$ cat src/core/lafl_pkg.sv
// Constants shared by the light alert flag logic and its link receiver.
// Assumes a 25 MHz system clock and a 16-bit exponent/mantissa result.
package lafl_pkg;

  // ----------------------------------------------------------------
  // Register byte offsets on the register bus
  // ----------------------------------------------------------------
  localparam logic [4:0] LAFL_OFS_CONFIG     = 5'h00;
  localparam logic [4:0] LAFL_OFS_LOW_LIMIT  = 5'h04;
  localparam logic [4:0] LAFL_OFS_HIGH_LIMIT = 5'h08;
  localparam logic [4:0] LAFL_OFS_RESULT     = 5'h0C;
  localparam logic [4:0] LAFL_OFS_ALERT_RESP = 5'h10;
  localparam logic [4:0] LAFL_OFS_STATUS     = 5'h14;

  // ----------------------------------------------------------------
  // Configuration and low-limit register field positions
  // ----------------------------------------------------------------
  localparam int LAFL_CFG_FAULT_LSB  = 0;
  localparam int LAFL_CFG_LEVEL_BIT  = 3;
  localparam int LAFL_CFG_LATCH_BIT  = 4;
  localparam int LAFL_CFG_FLAG_LO    = 5;
  localparam int LAFL_CFG_FLAG_HI    = 6;
  localparam int LAFL_CFG_READY_BIT  = 7;
  localparam int LAFL_CFG_MODE_LSB   = 9;
  localparam int LAFL_LOW_EXP_TOP    = 14;

  // ----------------------------------------------------------------
  // Reset values and encodings
  // ----------------------------------------------------------------
  localparam logic [1:0]  LAFL_RST_MODE      = 2'h0;
  localparam logic        LAFL_RST_LATCH     = 1'b1;
  localparam logic        LAFL_RST_LEVEL     = 1'b0;
  localparam logic [1:0]  LAFL_RST_FAULT     = 2'h0;
  localparam logic [15:0] LAFL_RST_LOW_LIMIT = 16'h0000;
  localparam logic [15:0] LAFL_RST_HIGH_LIM  = 16'hBFFF;
  localparam logic [1:0]  LAFL_MODE_SHUTDOWN = 2'h0;
  localparam logic [1:0]  LAFL_EOC_CODE      = 2'h3;
  localparam logic [31:0] LAFL_READ_ZERO     = 32'h0000_0000;

  // Turns an exponent/mantissa code into a linear magnitude.
  function automatic logic [26:0] lafl_linear(input logic [15:0] code);
    lafl_linear = 27'(code[11:0]) << code[15:12];
  endfunction

  // Number of consecutive faults needed for a fault count setting.
  function automatic logic [3:0] lafl_needed(input logic [1:0] sel);
    case (sel)
      2'h0:    lafl_needed = 4'h1;
      2'h1:    lafl_needed = 4'h2;
      2'h2:    lafl_needed = 4'h4;
      default: lafl_needed = 4'h8;
    endcase
  endfunction

endpackage

$ cat src/core/lafl_link_rx.sv
// Receives conversion completions from the conversion engine's link.
// Assumes conv_clk is slow against sys_clk and data is stable at its
// rising edge; every link pin is synchronised before use.
`timescale 1ns/10ps
`default_nettype none
module lafl_link_rx
  import lafl_pkg::*;
(
  input  wire logic        sys_clk,
  input  wire logic        rst_n_int,
  input  wire logic        conv_clk,
  input  wire logic        conv_done,
  input  wire logic [15:0] conv_result,
  output logic             done_pulse,
  output logic [15:0]      result_word
);

  logic [1:0]  clk_sync_reg;
  logic        clk_seen_reg;
  logic [1:0]  done_sync_reg;
  logic [15:0] res_meta_reg;
  logic [15:0] res_sync_reg;
  logic        pulse_reg;
  logic        pulse_next;
  logic [15:0] word_reg;
  logic [15:0] word_next;
  logic        link_rise;

  // ----------------------------------------------------------------
  // Two-stage synchronisers
  // ----------------------------------------------------------------
  always_ff @(posedge sys_clk or negedge rst_n_int) begin
    if (!rst_n_int) begin
      clk_sync_reg  <= 2'h0;
      clk_seen_reg  <= 1'b0;
      done_sync_reg <= 2'h0;
      res_meta_reg  <= 16'h0000;
      res_sync_reg  <= 16'h0000;
    end else begin
      clk_sync_reg  <= {clk_sync_reg[0], conv_clk};
      clk_seen_reg  <= clk_sync_reg[1];
      done_sync_reg <= {done_sync_reg[0], conv_done};
      res_meta_reg  <= conv_result;
      res_sync_reg  <= res_meta_reg;
    end
  end

  assign link_rise = clk_sync_reg[1] & ~clk_seen_reg;

  // ----------------------------------------------------------------
  // Capture at the link edge
  // ----------------------------------------------------------------
  always_comb begin
    pulse_next = link_rise & done_sync_reg[1];
    word_next  = pulse_next ? res_sync_reg : word_reg;
  end

  always_ff @(posedge sys_clk or negedge rst_n_int) begin
    if (!rst_n_int) begin
      pulse_reg <= 1'b0;
      word_reg  <= 16'h0000;
    end else begin
      pulse_reg <= pulse_next;
      word_reg  <= word_next;
    end
  end

  assign done_pulse  = pulse_reg;
  assign result_word = word_reg;

endmodule
`default_nettype wire

$ cat src/core/lafl_alert_core.sv
// Alert and flag reporting for an ambient light sensor, with an
// Avalon-MM register slave. Assumes conversions arrive over a slow
// external link and that the host polls or watches the alert pin.
//
// The Avalon-MM register port and the register offsets were decided locally.
`timescale 1ns/10ps
`default_nettype none
module lafl_alert_core
  import lafl_pkg::*;
(
  input  wire logic        sys_clk,
  input  wire logic        rstn,
  input  wire logic [4:0]  avs_address,
  input  wire logic        avs_read,
  input  wire logic        avs_write,
  input  wire logic [31:0] avs_writedata,
  output logic [31:0]      avs_readdata,
  output logic             avs_waitrequest,
  input  wire logic        conv_clk,
  input  wire logic        conv_done,
  input  wire logic [15:0] conv_result,
  output logic [1:0]       conv_mode,
  output logic             alert_pin
);

  // ----------------------------------------------------------------
  // Reset release
  // ----------------------------------------------------------------
  logic [1:0] rst_sync_reg;
  logic       rst_n_int;

  always_ff @(posedge sys_clk or negedge rstn) begin
    if (!rstn) begin
      rst_sync_reg <= 2'h0;
    end else begin
      rst_sync_reg <= {rst_sync_reg[0], 1'b1};
    end
  end

  assign rst_n_int = rst_sync_reg[1];

  // ----------------------------------------------------------------
  // Conversion link
  // ----------------------------------------------------------------
  logic        done_pulse;
  logic [15:0] result_word;

  lafl_link_rx u_link (
    .sys_clk     (sys_clk),
    .rst_n_int   (rst_n_int),
    .conv_clk    (conv_clk),
    .conv_done   (conv_done),
    .conv_result (conv_result),
    .done_pulse  (done_pulse),
    .result_word (result_word)
  );

  // ----------------------------------------------------------------
  // Bus handshake
  // ----------------------------------------------------------------
  // Every access waits exactly one cycle, so read data can be
  // registered from a stable address without a second pipeline stage.
  logic        ack_reg;
  logic        ack_next;
  logic [31:0] rdata_reg;
  logic [31:0] rdata_next;
  logic        do_read;
  logic        do_write;

  assign avs_waitrequest = (avs_read | avs_write) & ~ack_reg;
  // Read side effects land on the edge that loads the read data, so a
  // flag or ready set during the wait cycle survives for the next read.
  assign do_read  = avs_read & ~ack_reg;
  assign do_write = avs_write & ack_reg;

  // ----------------------------------------------------------------
  // Register and reporting state
  // ----------------------------------------------------------------
  logic [1:0]  mode_reg,   mode_next;
  logic        latch_reg,  latch_next;
  logic        level_reg,  level_next;
  logic [1:0]  fault_reg,  fault_next;
  logic [15:0] low_reg,    low_next;
  logic [15:0] high_reg,   high_next;
  logic        fh_reg,     fh_next;
  logic        fl_reg,     fl_next;
  logic        ready_reg,  ready_next;
  logic        alert_reg,  alert_next;
  logic        pin_reg,    pin_next;
  logic [3:0]  hcnt_reg,   hcnt_next;
  logic [3:0]  lcnt_reg,   lcnt_next;

  logic        eoc_mode;
  logic        cfg_read;
  logic        cfg_write;
  logic        resp_write;
  logic        above;
  logic        below;
  logic        qual_hi;
  logic        qual_lo;
  logic [3:0]  needed;
  logic [31:0] cfg_word;

  assign eoc_mode = low_reg[LAFL_LOW_EXP_TOP +: 2] == LAFL_EOC_CODE;

  assign cfg_read   = do_read  && avs_address == LAFL_OFS_CONFIG;
  assign cfg_write  = do_write && avs_address == LAFL_OFS_CONFIG;
  assign resp_write = do_write && avs_address == LAFL_OFS_ALERT_RESP;

  assign above  = lafl_linear(result_word) > lafl_linear(high_reg);
  assign below  = lafl_linear(result_word) < lafl_linear(low_reg);
  assign needed = lafl_needed(fault_reg);

  always_comb begin
    cfg_word = LAFL_READ_ZERO;
    cfg_word[LAFL_CFG_MODE_LSB +: 2]  = mode_reg;
    cfg_word[LAFL_CFG_READY_BIT]      = ready_reg;
    cfg_word[LAFL_CFG_FLAG_HI]        = fh_reg;
    cfg_word[LAFL_CFG_FLAG_LO]        = fl_reg;
    cfg_word[LAFL_CFG_LATCH_BIT]      = latch_reg;
    cfg_word[LAFL_CFG_LEVEL_BIT]      = level_reg;
    cfg_word[LAFL_CFG_FAULT_LSB +: 2] = fault_reg;
  end

  // ----------------------------------------------------------------
  // Next-state computation
  // ----------------------------------------------------------------
  always_comb begin
    ack_next   = (avs_read | avs_write) & ~ack_reg;
    rdata_next = rdata_reg;
    mode_next  = mode_reg;
    latch_next = latch_reg;
    level_next = level_reg;
    fault_next = fault_reg;
    low_next   = low_reg;
    high_next  = high_reg;
    fh_next    = fh_reg;
    fl_next    = fl_reg;
    ready_next = ready_reg;
    alert_next = alert_reg;
    hcnt_next  = hcnt_reg;
    lcnt_next  = lcnt_reg;
    qual_hi    = 1'b0;
    qual_lo    = 1'b0;

    if (ack_next && avs_read) begin
      case (avs_address)
        LAFL_OFS_CONFIG:     rdata_next = cfg_word;
        LAFL_OFS_LOW_LIMIT:  rdata_next = {16'h0000, low_reg};
        LAFL_OFS_HIGH_LIMIT: rdata_next = {16'h0000, high_reg};
        LAFL_OFS_RESULT:     rdata_next = {16'h0000, result_word};
        LAFL_OFS_ALERT_RESP: rdata_next = {31'h0000_0000, fh_reg};
        LAFL_OFS_STATUS:     rdata_next = {31'h0000_0000, alert_reg};
        default:             rdata_next = LAFL_READ_ZERO;
      endcase
    end

    if (do_write) begin
      case (avs_address)
        LAFL_OFS_LOW_LIMIT:  low_next  = avs_writedata[15:0];
        LAFL_OFS_HIGH_LIMIT: high_next = avs_writedata[15:0];
        default:             low_next  = low_reg;
      endcase
    end

    // Clearing effects come first so a completion in the same cycle
    // still sets its flags and ready afterwards.
    if (cfg_read) begin
      ready_next = 1'b0;
      if (latch_reg) begin
        fh_next    = 1'b0;
        fl_next    = 1'b0;
        alert_next = 1'b0;
      end else if (eoc_mode) begin
        alert_next = 1'b0;
      end
    end

    if (cfg_write) begin
      mode_next  = avs_writedata[LAFL_CFG_MODE_LSB +: 2];
      latch_next = avs_writedata[LAFL_CFG_LATCH_BIT];
      level_next = avs_writedata[LAFL_CFG_LEVEL_BIT];
      fault_next = avs_writedata[LAFL_CFG_FAULT_LSB +: 2];
      if (mode_next != LAFL_MODE_SHUTDOWN) begin
        ready_next = 1'b0;
        if (!latch_reg && eoc_mode) begin
          alert_next = 1'b0;
        end
      end
      // Latch 1 to 0 releases the alert unless eoc_mode is set
      if (latch_reg && !latch_next && !eoc_mode) begin
        alert_next = 1'b0;
      end
    end

    if (resp_write && latch_reg) begin
      alert_next = 1'b0;
    end

    if (done_pulse) begin
      hcnt_next = above ? ((hcnt_reg < needed) ? hcnt_reg + 4'h1 : needed)
                        : 4'h0;
      lcnt_next = below ? ((lcnt_reg < needed) ? lcnt_reg + 4'h1 : needed)
                        : 4'h0;
      qual_hi   = above && hcnt_next >= needed;
      qual_lo   = below && lcnt_next >= needed;
      ready_next = 1'b1;
      if (latch_reg) begin
        if (qual_hi) begin
          fh_next    = 1'b1;
          alert_next = 1'b1;
        end
        if (qual_lo) begin
          fl_next    = 1'b1;
          alert_next = 1'b1;
        end
      end else if (qual_hi) begin
        fh_next    = 1'b1;
        fl_next    = 1'b0;
        alert_next = 1'b1;
      end else if (qual_lo) begin
        fh_next    = 1'b0;
        fl_next    = 1'b1;
        alert_next = eoc_mode;
      end
      if (eoc_mode) begin
        alert_next = 1'b1;
      end
    end

    // Pin level from active level select
    pin_next = ~(alert_next ^ level_next);
  end

  // ----------------------------------------------------------------
  // State registers
  // ----------------------------------------------------------------
  always_ff @(posedge sys_clk or negedge rst_n_int) begin
    if (!rst_n_int) begin
      ack_reg   <= 1'b0;
      rdata_reg <= LAFL_READ_ZERO;
      mode_reg  <= LAFL_RST_MODE;
      latch_reg <= LAFL_RST_LATCH;
      level_reg <= LAFL_RST_LEVEL;
      fault_reg <= LAFL_RST_FAULT;
      low_reg   <= LAFL_RST_LOW_LIMIT;
      high_reg  <= LAFL_RST_HIGH_LIM;
      fh_reg    <= 1'b0;
      fl_reg    <= 1'b0;
      ready_reg <= 1'b0;
      alert_reg <= 1'b0;
      pin_reg   <= ~LAFL_RST_LEVEL;
      hcnt_reg  <= 4'h0;
      lcnt_reg  <= 4'h0;
    end else begin
      ack_reg   <= ack_next;
      rdata_reg <= rdata_next;
      mode_reg  <= mode_next;
      latch_reg <= latch_next;
      level_reg <= level_next;
      fault_reg <= fault_next;
      low_reg   <= low_next;
      high_reg  <= high_next;
      fh_reg    <= fh_next;
      fl_reg    <= fl_next;
      ready_reg <= ready_next;
      alert_reg <= alert_next;
      pin_reg   <= pin_next;
      hcnt_reg  <= hcnt_next;
      lcnt_reg  <= lcnt_next;
    end
  end

  assign avs_readdata = rdata_reg;
  assign conv_mode    = mode_reg;
  assign alert_pin    = pin_reg;

endmodule
`default_nettype wire

$ cat config.mk
export PLATFORM = sky130hd
export DESIGN_NAME = lafl_alert_core
export DESIGN_NICKNAME = d
export VERILOG_FILES = /design/src/core/lafl_pkg.sv /design/src/core/lafl_link_rx.sv /design/src/core/lafl_alert_core.sv
export SDC_FILE = /design/constraint.sdc
export NUM_CORES = 1
export LEC_CHECK = 0
export BUFFER_PORTS_ARGS = -buffer_cell sky130_fd_sc_hd__buf_4
export CORE_MARGIN = 8
export CORE_UTILIZATION = 50
export CTS_CLUSTER_DIAMETER = 60
export DETAILED_ROUTE_END_ITERATION = 8
export PLACE_DENSITY = 0.7
export SYNTH_ARGS = -nofsm -noshare
export SYNTH_HDL_FRONTEND = slang
export SYNTH_SLANG_ARGS = --single-unit
$ cat constraint.sdc
create_clock -name sys_clk -period 12.2 [get_ports sys_clk]
set_clock_uncertainty 0.15 [all_clocks]
set_input_delay 0.61 -clock sys_clk [delete_from_list [all_inputs] [get_ports sys_clk]]
set_output_delay 0.61 -clock sys_clk [all_outputs]
set_load 0.005 [all_outputs]
# Word level (Yosys, flattened, before mapping)
# Index checks and enable logic that the tools add are counted.
totals:
  in_bits: 59
  register_bits: 140
classes:
  add_sub_neg: 2
  reduce_logical: 18
  eq_ne: 8
  n_mux: 39
  bitwise_logic: 10
  shifts: 3
  order_cmp: 6
op_table:
  columns: ["operator", "n"]
  rows:
  - ["16-bit case mux with 6 select lines", 1]
  - ["12-bit by 4-bit left shift with 27-bit output", 3]
  - ["1-bit 2-to-1 mux", 33]
  - ["27-bit greater-than comparator", 1]
  - ["27-bit < comparator", 1]
  - ["4-bit 2-to-1 mux", 4]
  - ["4-bit case mux with 3 select lines", 1]
  - ["5-bit by 4-bit == test with 1-bit output (second input constant)", 2]
  - ["5-bit == test (second input constant)", 2]
  - ["1-bit logical AND", 10]
  - ["4-bit by 1-bit adder with 4-bit output (second input constant)", 2]
  - ["4-bit greater-or-equal comparator", 2]
  - ["4-bit < comparator", 2]
  - ["1-bit AND", 5]
  - ["5-bit by 3-bit == test with 1-bit output (second input constant)", 1]
  - ["5-bit logical NOT", 1]
  - ["2-bit == test (second input constant)", 2]
  - ["2-bit AND reduction", 2]
  - ["1-bit logical NOT", 3]
  - ["1-bit NOT", 3]
  - ["2-bit by 1-bit == test with 1-bit output (second input constant)", 1]
  - ["2-bit logical NOT", 1]
  - ["2-bit nonzero test", 1]
  - ["1-bit bitwise OR", 1]
  - ["1-bit XOR", 1]

# Longest topological paths before layout
logic_depth:
  word_depth: 16
  ltp_mapped: 25
  depth_no_buf: 24

# By module
# A second synthesis with hierarchy kept.
hier_totals:
  hier_cells: 872
  area_unflattened_um2: 8570.7
by_module_without_submodules:
  columns: ["mod", "cells_per_inst", "area_each_um2", "instances"]
  rows:
  - ["lafl_alert_core", 799, 6970.4, 1]
  - ["lafl_link_rx", 73, 1600.3, 1]

# Worst setup path before layout
# No wires, ideal clock.
synth_timing:
  path_kind: "register to register"
  from: "register low_reg[12]"
  to: "register pin_reg (netlist: alert_pin)"
  path_stages_with_launch: 25
  t_required_ns: 11.975
  setup_time_ns: 0.075
  t_arrival_ns: 4.601
  setup_slack_ns: 7.375
  period_less_slack_ns: 4.825
  path_cell_list: "dfrtp_1 -> buf_6 -> clkbuf_1 -> mux2_2 -> nor2_1 -> nor2_1 -> mux2_2 -> o21ai_0 -> ha_1 -> and3_1 -> a221oi_1 -> o21ai_0 -> a311oi_2 -> o311ai_2 -> nand2_1 -> nand2_1 -> ha_1 -> nand2b_1 -> a21o_1 -> a21o_1 -> a21oi_1 -> a21oi_2 -> mux2i_1 -> o2bb2ai_2 -> xor2_1"
synth_between:
  elab_chain_cells: 12
  elab_cells_between_ends: 13
  classes_between: "2 x order compare; 1 x shift; 7 x mux; 2 x bitwise; 1 x reduce/logical"
synth_rtl:
  columns: ["element", "line_no", "rtl"]
  rows:
  - ["start: declaration", "lafl_alert_core.sv:83", "logic [15:0] low_reg, low_next;"]
  - ["start signal: assignment", "lafl_alert_core.sv:262", "low_reg <= low_next;"]
  - ["12-bit by 4-bit left shift with 27-bit output (*)", "lafl_pkg.sv:42", "lafl_linear = 27'(code[11:0]) << code[15:12];"]
  - ["27-bit < comparator (*)", "lafl_alert_core.sv:111", "assign below = lafl_linear(result_word) < lafl_linear(low_reg);"]
  - ["4-bit 2-to-1 mux", "lafl_alert_core.sv:203", "lcnt_next = below ? ((lcnt_reg < needed) ? lcnt_reg + 4'h1 : needed)"]
  - ["4-bit greater-or-equal comparator", "lafl_alert_core.sv:206", "qual_lo = below && lcnt_next >= needed;"]
  - ["1-bit logical AND (*)", "lafl_alert_core.sv:206", null]
  - ["1-bit 2-to-1 mux", "lafl_alert_core.sv:221", "end else if (qual_lo) begin"]
  - ["1-bit 2-to-1 mux", "lafl_alert_core.sv:217", "end else if (qual_hi) begin"]
  - ["1-bit 2-to-1 mux (*)", "lafl_alert_core.sv:208", "if (latch_reg) begin"]
  - ["1-bit 2-to-1 mux (*)", "lafl_alert_core.sv:226", "if (eoc_mode) begin"]
  - ["1-bit 2-to-1 mux (*)", "lafl_alert_core.sv:200", "if (done_pulse) begin"]
  - ["1-bit XOR (*)", "lafl_alert_core.sv:232", "pin_next = ~(alert_next ^ level_next);"]
  - ["1-bit NOT (*)", "lafl_alert_core.sv:232", null]
  - ["via pin_next", "lafl_alert_core.sv:89", "logic pin_reg, pin_next;"]
  - ["end signal: assignment", "lafl_alert_core.sv:252", "pin_reg <= ~LAFL_RST_LEVEL;"]
  - ["end signal: assignment", "lafl_alert_core.sv:268", "pin_reg <= pin_next;"]
  - ["end: declaration", "lafl_alert_core.sv:89", null]
# Mark *: on every way through the listed nets, which the timed path passes. The rest lies on a longest branch.
# A chain may end at the register's enable or synchronous reset.

# Worst setup path in the final report
layout_timing:
  from: "register u_link.word_reg[14] (netlist: u_link.result_word[14])"
  to: "register pin_reg (netlist: alert_pin)"
layout_between:
  elab_chain_cells: 12
  elab_cells_between_ends: 18
  classes_between: "4 x order compare; 1 x shift; 9 x mux; 2 x bitwise; 2 x reduce/logical"
layout_rtl:
  columns: ["element", "line_no", "rtl"]
  rows:
  - ["start: declaration", "lafl_link_rx.sv:25", "logic [15:0] word_reg;"]
  - ["start signal: assignment", "lafl_link_rx.sv:64", "word_reg <= word_next;"]
  - ["12-bit by 4-bit left shift with 27-bit output (*)", "lafl_pkg.sv:42", null]
  - ["27-bit < comparator or 27-bit greater-than comparator (tied branches)", "lafl_alert_core.sv:111, lafl_alert_core.sv:110", null]
  - ["4-bit 2-to-1 mux, on equally long branches", "lafl_alert_core.sv:203, lafl_alert_core.sv:201", null]
  - ["4-bit greater-or-equal comparator, on equally long branches", "lafl_alert_core.sv:206, lafl_alert_core.sv:205", null]
  - ["1-bit logical AND, on equally long branches", "lafl_alert_core.sv:206, lafl_alert_core.sv:205", null]
  - ["1-bit 2-to-1 mux, on equally long branches", "lafl_alert_core.sv:221, lafl_alert_core.sv:209", null]
  - ["1-bit 2-to-1 mux, on equally long branches", "lafl_alert_core.sv:217, lafl_alert_core.sv:213", null]
  - ["1-bit 2-to-1 mux (*)", "lafl_alert_core.sv:208", null]
  - ["1-bit 2-to-1 mux (*)", "lafl_alert_core.sv:226", null]
  - ["1-bit 2-to-1 mux (*)", "lafl_alert_core.sv:200", null]
  - ["1-bit XOR (*)", "lafl_alert_core.sv:232", null]
  - ["1-bit NOT (*)", "lafl_alert_core.sv:232", null]
  - ["via pin_next", "lafl_alert_core.sv:89", null]
# Marked as above.

==> flow_summary.ini <==
[outcome]
outcome = finished, final reports clean

[worst_setup_path]
cp_slowest_stage_delay_ns = 0.69
slowest_stage = o31ai_1
cp_max_fo = 18
crit_type = reg -> reg
endpoint_kind = flip-flop
critPathLaunchType = flip-flop
crit_buf_inv = 1
cp.required_ns = 12.39
cp.arrival_ns = 5.96
crit_family = compound AO/OA/AOI/OAI gates
path_cells = inv_1, or3_1, nand3_1, a21boi_0, ha_1, and3_1, a221oi_1, o21ai_0, a21oi_1, o31ai_1, nand2_1, nand2_1, ha_1, nand2b_1, a21o_1, a21o_1, a21oi_1, a21oi_2, mux2i_1, o2bb2ai_2, xor2_1

[drt]
drcViolationCount = 0
drt_iter0_drc = 513
routed_wl_um = 22330
routed_via_density = 5.862
routedWlPerCell_um = 19.23
drtPass1Iterations = 6
ant_nets = 0
num_vias = 6806

[place]
hpwl_um = 16490
pre_cts_ws_ns = 6.501
gp_congestion = 0.9363
port_buffers = 62

[cts]
cts_buffer_depth = 2
cts_setup_buffers = 0
cts_inserted_buffers = 17
cts_htree_levels = 4
cts_tree = built
cts_sinks = 124
clkTransAtPathRegs_ns = 0.06
clk_latency_ns = 0.43
cts_root_buf = clkbuf_16

[timing]
setup_slack_ns = 6.430
max-slew-margin-rel = 0.2251
fin_crit_sh = 0.4729
tightest_slew_ns = 1.153
fmax_mhz = 173.3
finalSetupTns_ns = 0
setup_viol = 0
fin_crit_ns = 5.770
rsz0062_at_grt = no
final-hold-violation-count = 0
slew_violations = 0
fin_hold_ws_ns = 0.1446

[pwr]
p_leak_nw = 4.243
vdd_ir_drop_max_v = 0.0001481
power_density_nw_per_um2 = 186.0
total_power_mw = 1.765

[die]
die_area_um2 = 21130
rows = 47
die_w_um = 145.4
fp.coreArea_um2 = 16470
initial_core_util = 0.5082
io_pins = 95
fp.dieH_um = 145.4

[global_route]
grt_pass1_wl_um = 35570
grt_max_degree = 70
grtUsageTotal = 0.2119
grt_pass1_vias = 6618
antenna_found_initial = 0
grt-ovfl-total = 0

[final_layout]
area_growth_pct = 13.40
drive_above_1_share = 0.2051
final_cell_mix = 139 x nand2_1, 106 x dfrtp_1, 66 x ha_1, 66 x buf_4, 64 x mux2i_1
postLayoutCoreUtil = 0.5763
n_antenna_cell = 0
nets = 1053
final_common_cell = nand2_1

[yosys]
syn_inst = 888
avgSynthCellArea_um2 = 9.423
async_reset_ff_frac = 1.000
synthFlopType = dfrtp_1
synth-edff-count = 0
ys_seq_area_frac = 0.3734
ys_types = 63
netlist_area_um2 = 8368
ys_ff_latch = 124
yosys_warnings = 0

[min_path]
hold_path_class = in -> reg

[flow_run]
cap_violations = 0
==> per-stage QoR <==
stage,instance area (µm²),std cells
6_report,9489,1161
5_1_grt,9489,1161
4_1_cts,9489,1161
3_5_place_dp,8902,1128
3_3_place_gp,8902,1128
2_1_floorplan,8424,903
==> layout make-up <==
class	instances	area, µm²
clock buffer	24	491.7
fill	1491	6977
tap	220	275.3
timing repair buffer	67	505.5
clock inverter	8	85.08
multi-input combinational	702	4943
sequential	124	3128
inverter	16	60.06
==> power breakdown <==
| group | switching, mW | leakage (nW) | total [mW] | internal, mW |
|---|---|---|---|---|
| logic | 0.385 | 2.45 | 0.697 | 0.311 |
| clock network | 0.193 | 0.277 | 0.496 | 0.303 |
| registers | 0.102 | 1.51 | 0.573 | 0.470 |
==> Yosys cell counts (13+ instances only) <==
| master | n | share of area |
|---|---|---|
| nand2_1 | 139 | 0.062 |
| dfrtp_1 | 107 | 0.32 |
| ha_1 | 66 | 0.099 |
| mux2i_1 | 64 | 0.077 |
| o21ai_0 | 61 | 0.036 |
| nor2_1 | 59 | 0.026 |
| mux2_2 | 56 | 0.075 |
| a21oi_1 | 48 | 0.029 |
| clkbuf_1 | 33 | 0.015 |
| a22o_1 | 20 | 0.021 |
| dfstp_2 | 17 | 0.053 |
| buf_4 | 16 | 0.014 |
| inv_1 | 15 | 0.0067 |
| nor2b_1 | 14 | 0.010 |
| o22ai_1 | 13 | 0.0097 |
==> worst paths after layout <==
| check | startpoint | to | slack, ns | cells after the start |
|---|---|---|---|---|
| max in group asynchronous | rst_sync_reg[1] | u_link.result_word[14] | 10.37 | 1 |
| hold reg to reg | u_link.res_meta_reg[9] | u_link.res_sync_reg[9] | 0.19 | 0 |
| min in group asynchronous | rst_sync_reg[1] | avs_readdata[6] | 0.31 | 0 |
| setup / recovery | u_link.result_word[14] | alert_pin | 6.43 | 21 |
| setup reg to reg | u_link.result_word[14] | alert_pin | 6.43 | 21 |
| hold / removal | conv_result[2] | u_link.res_meta_reg[2] | 0.14 | 1 |
==> logic make-up after synthesis <==
| group | Yosys count | share of synthesized area |
|---|---|---|
| and+or+nand+nor | 285 | 0.1522 |
| AOI/OAI and AO/OA | 202 | 0.1580 |
| muxes | 125 | 0.1654 |
| DFF | 124 | 0.3734 |
| buffers and inverters | 77 | 0.04381 |
| adders and majority gates | 67 | 0.1000 |
| xor gates and xnor gates | 6 | 0.006281 |
| other | 2 | 0.0008975 |
==> per-layer routing <==
metal  global-route usage  vias to the layer above  wire, µm
met4              0.08589                        0       603
met1               0.2810                     3295     10090
met5                    0                        -         0
li1                     -                     3247         -
met3              0.04478                       40      1348
met2               0.3315                      224     10290
==> repair_timing <==
| item | in CTS | in global routing |
|---|---|---|
| endpoints found under the hold margin | 2 | 0 |
| resized for setup | 0 | 0 |
| hold buffers | 1 | 0 |
No activity file was read; power rests on OpenSTA's default activity.
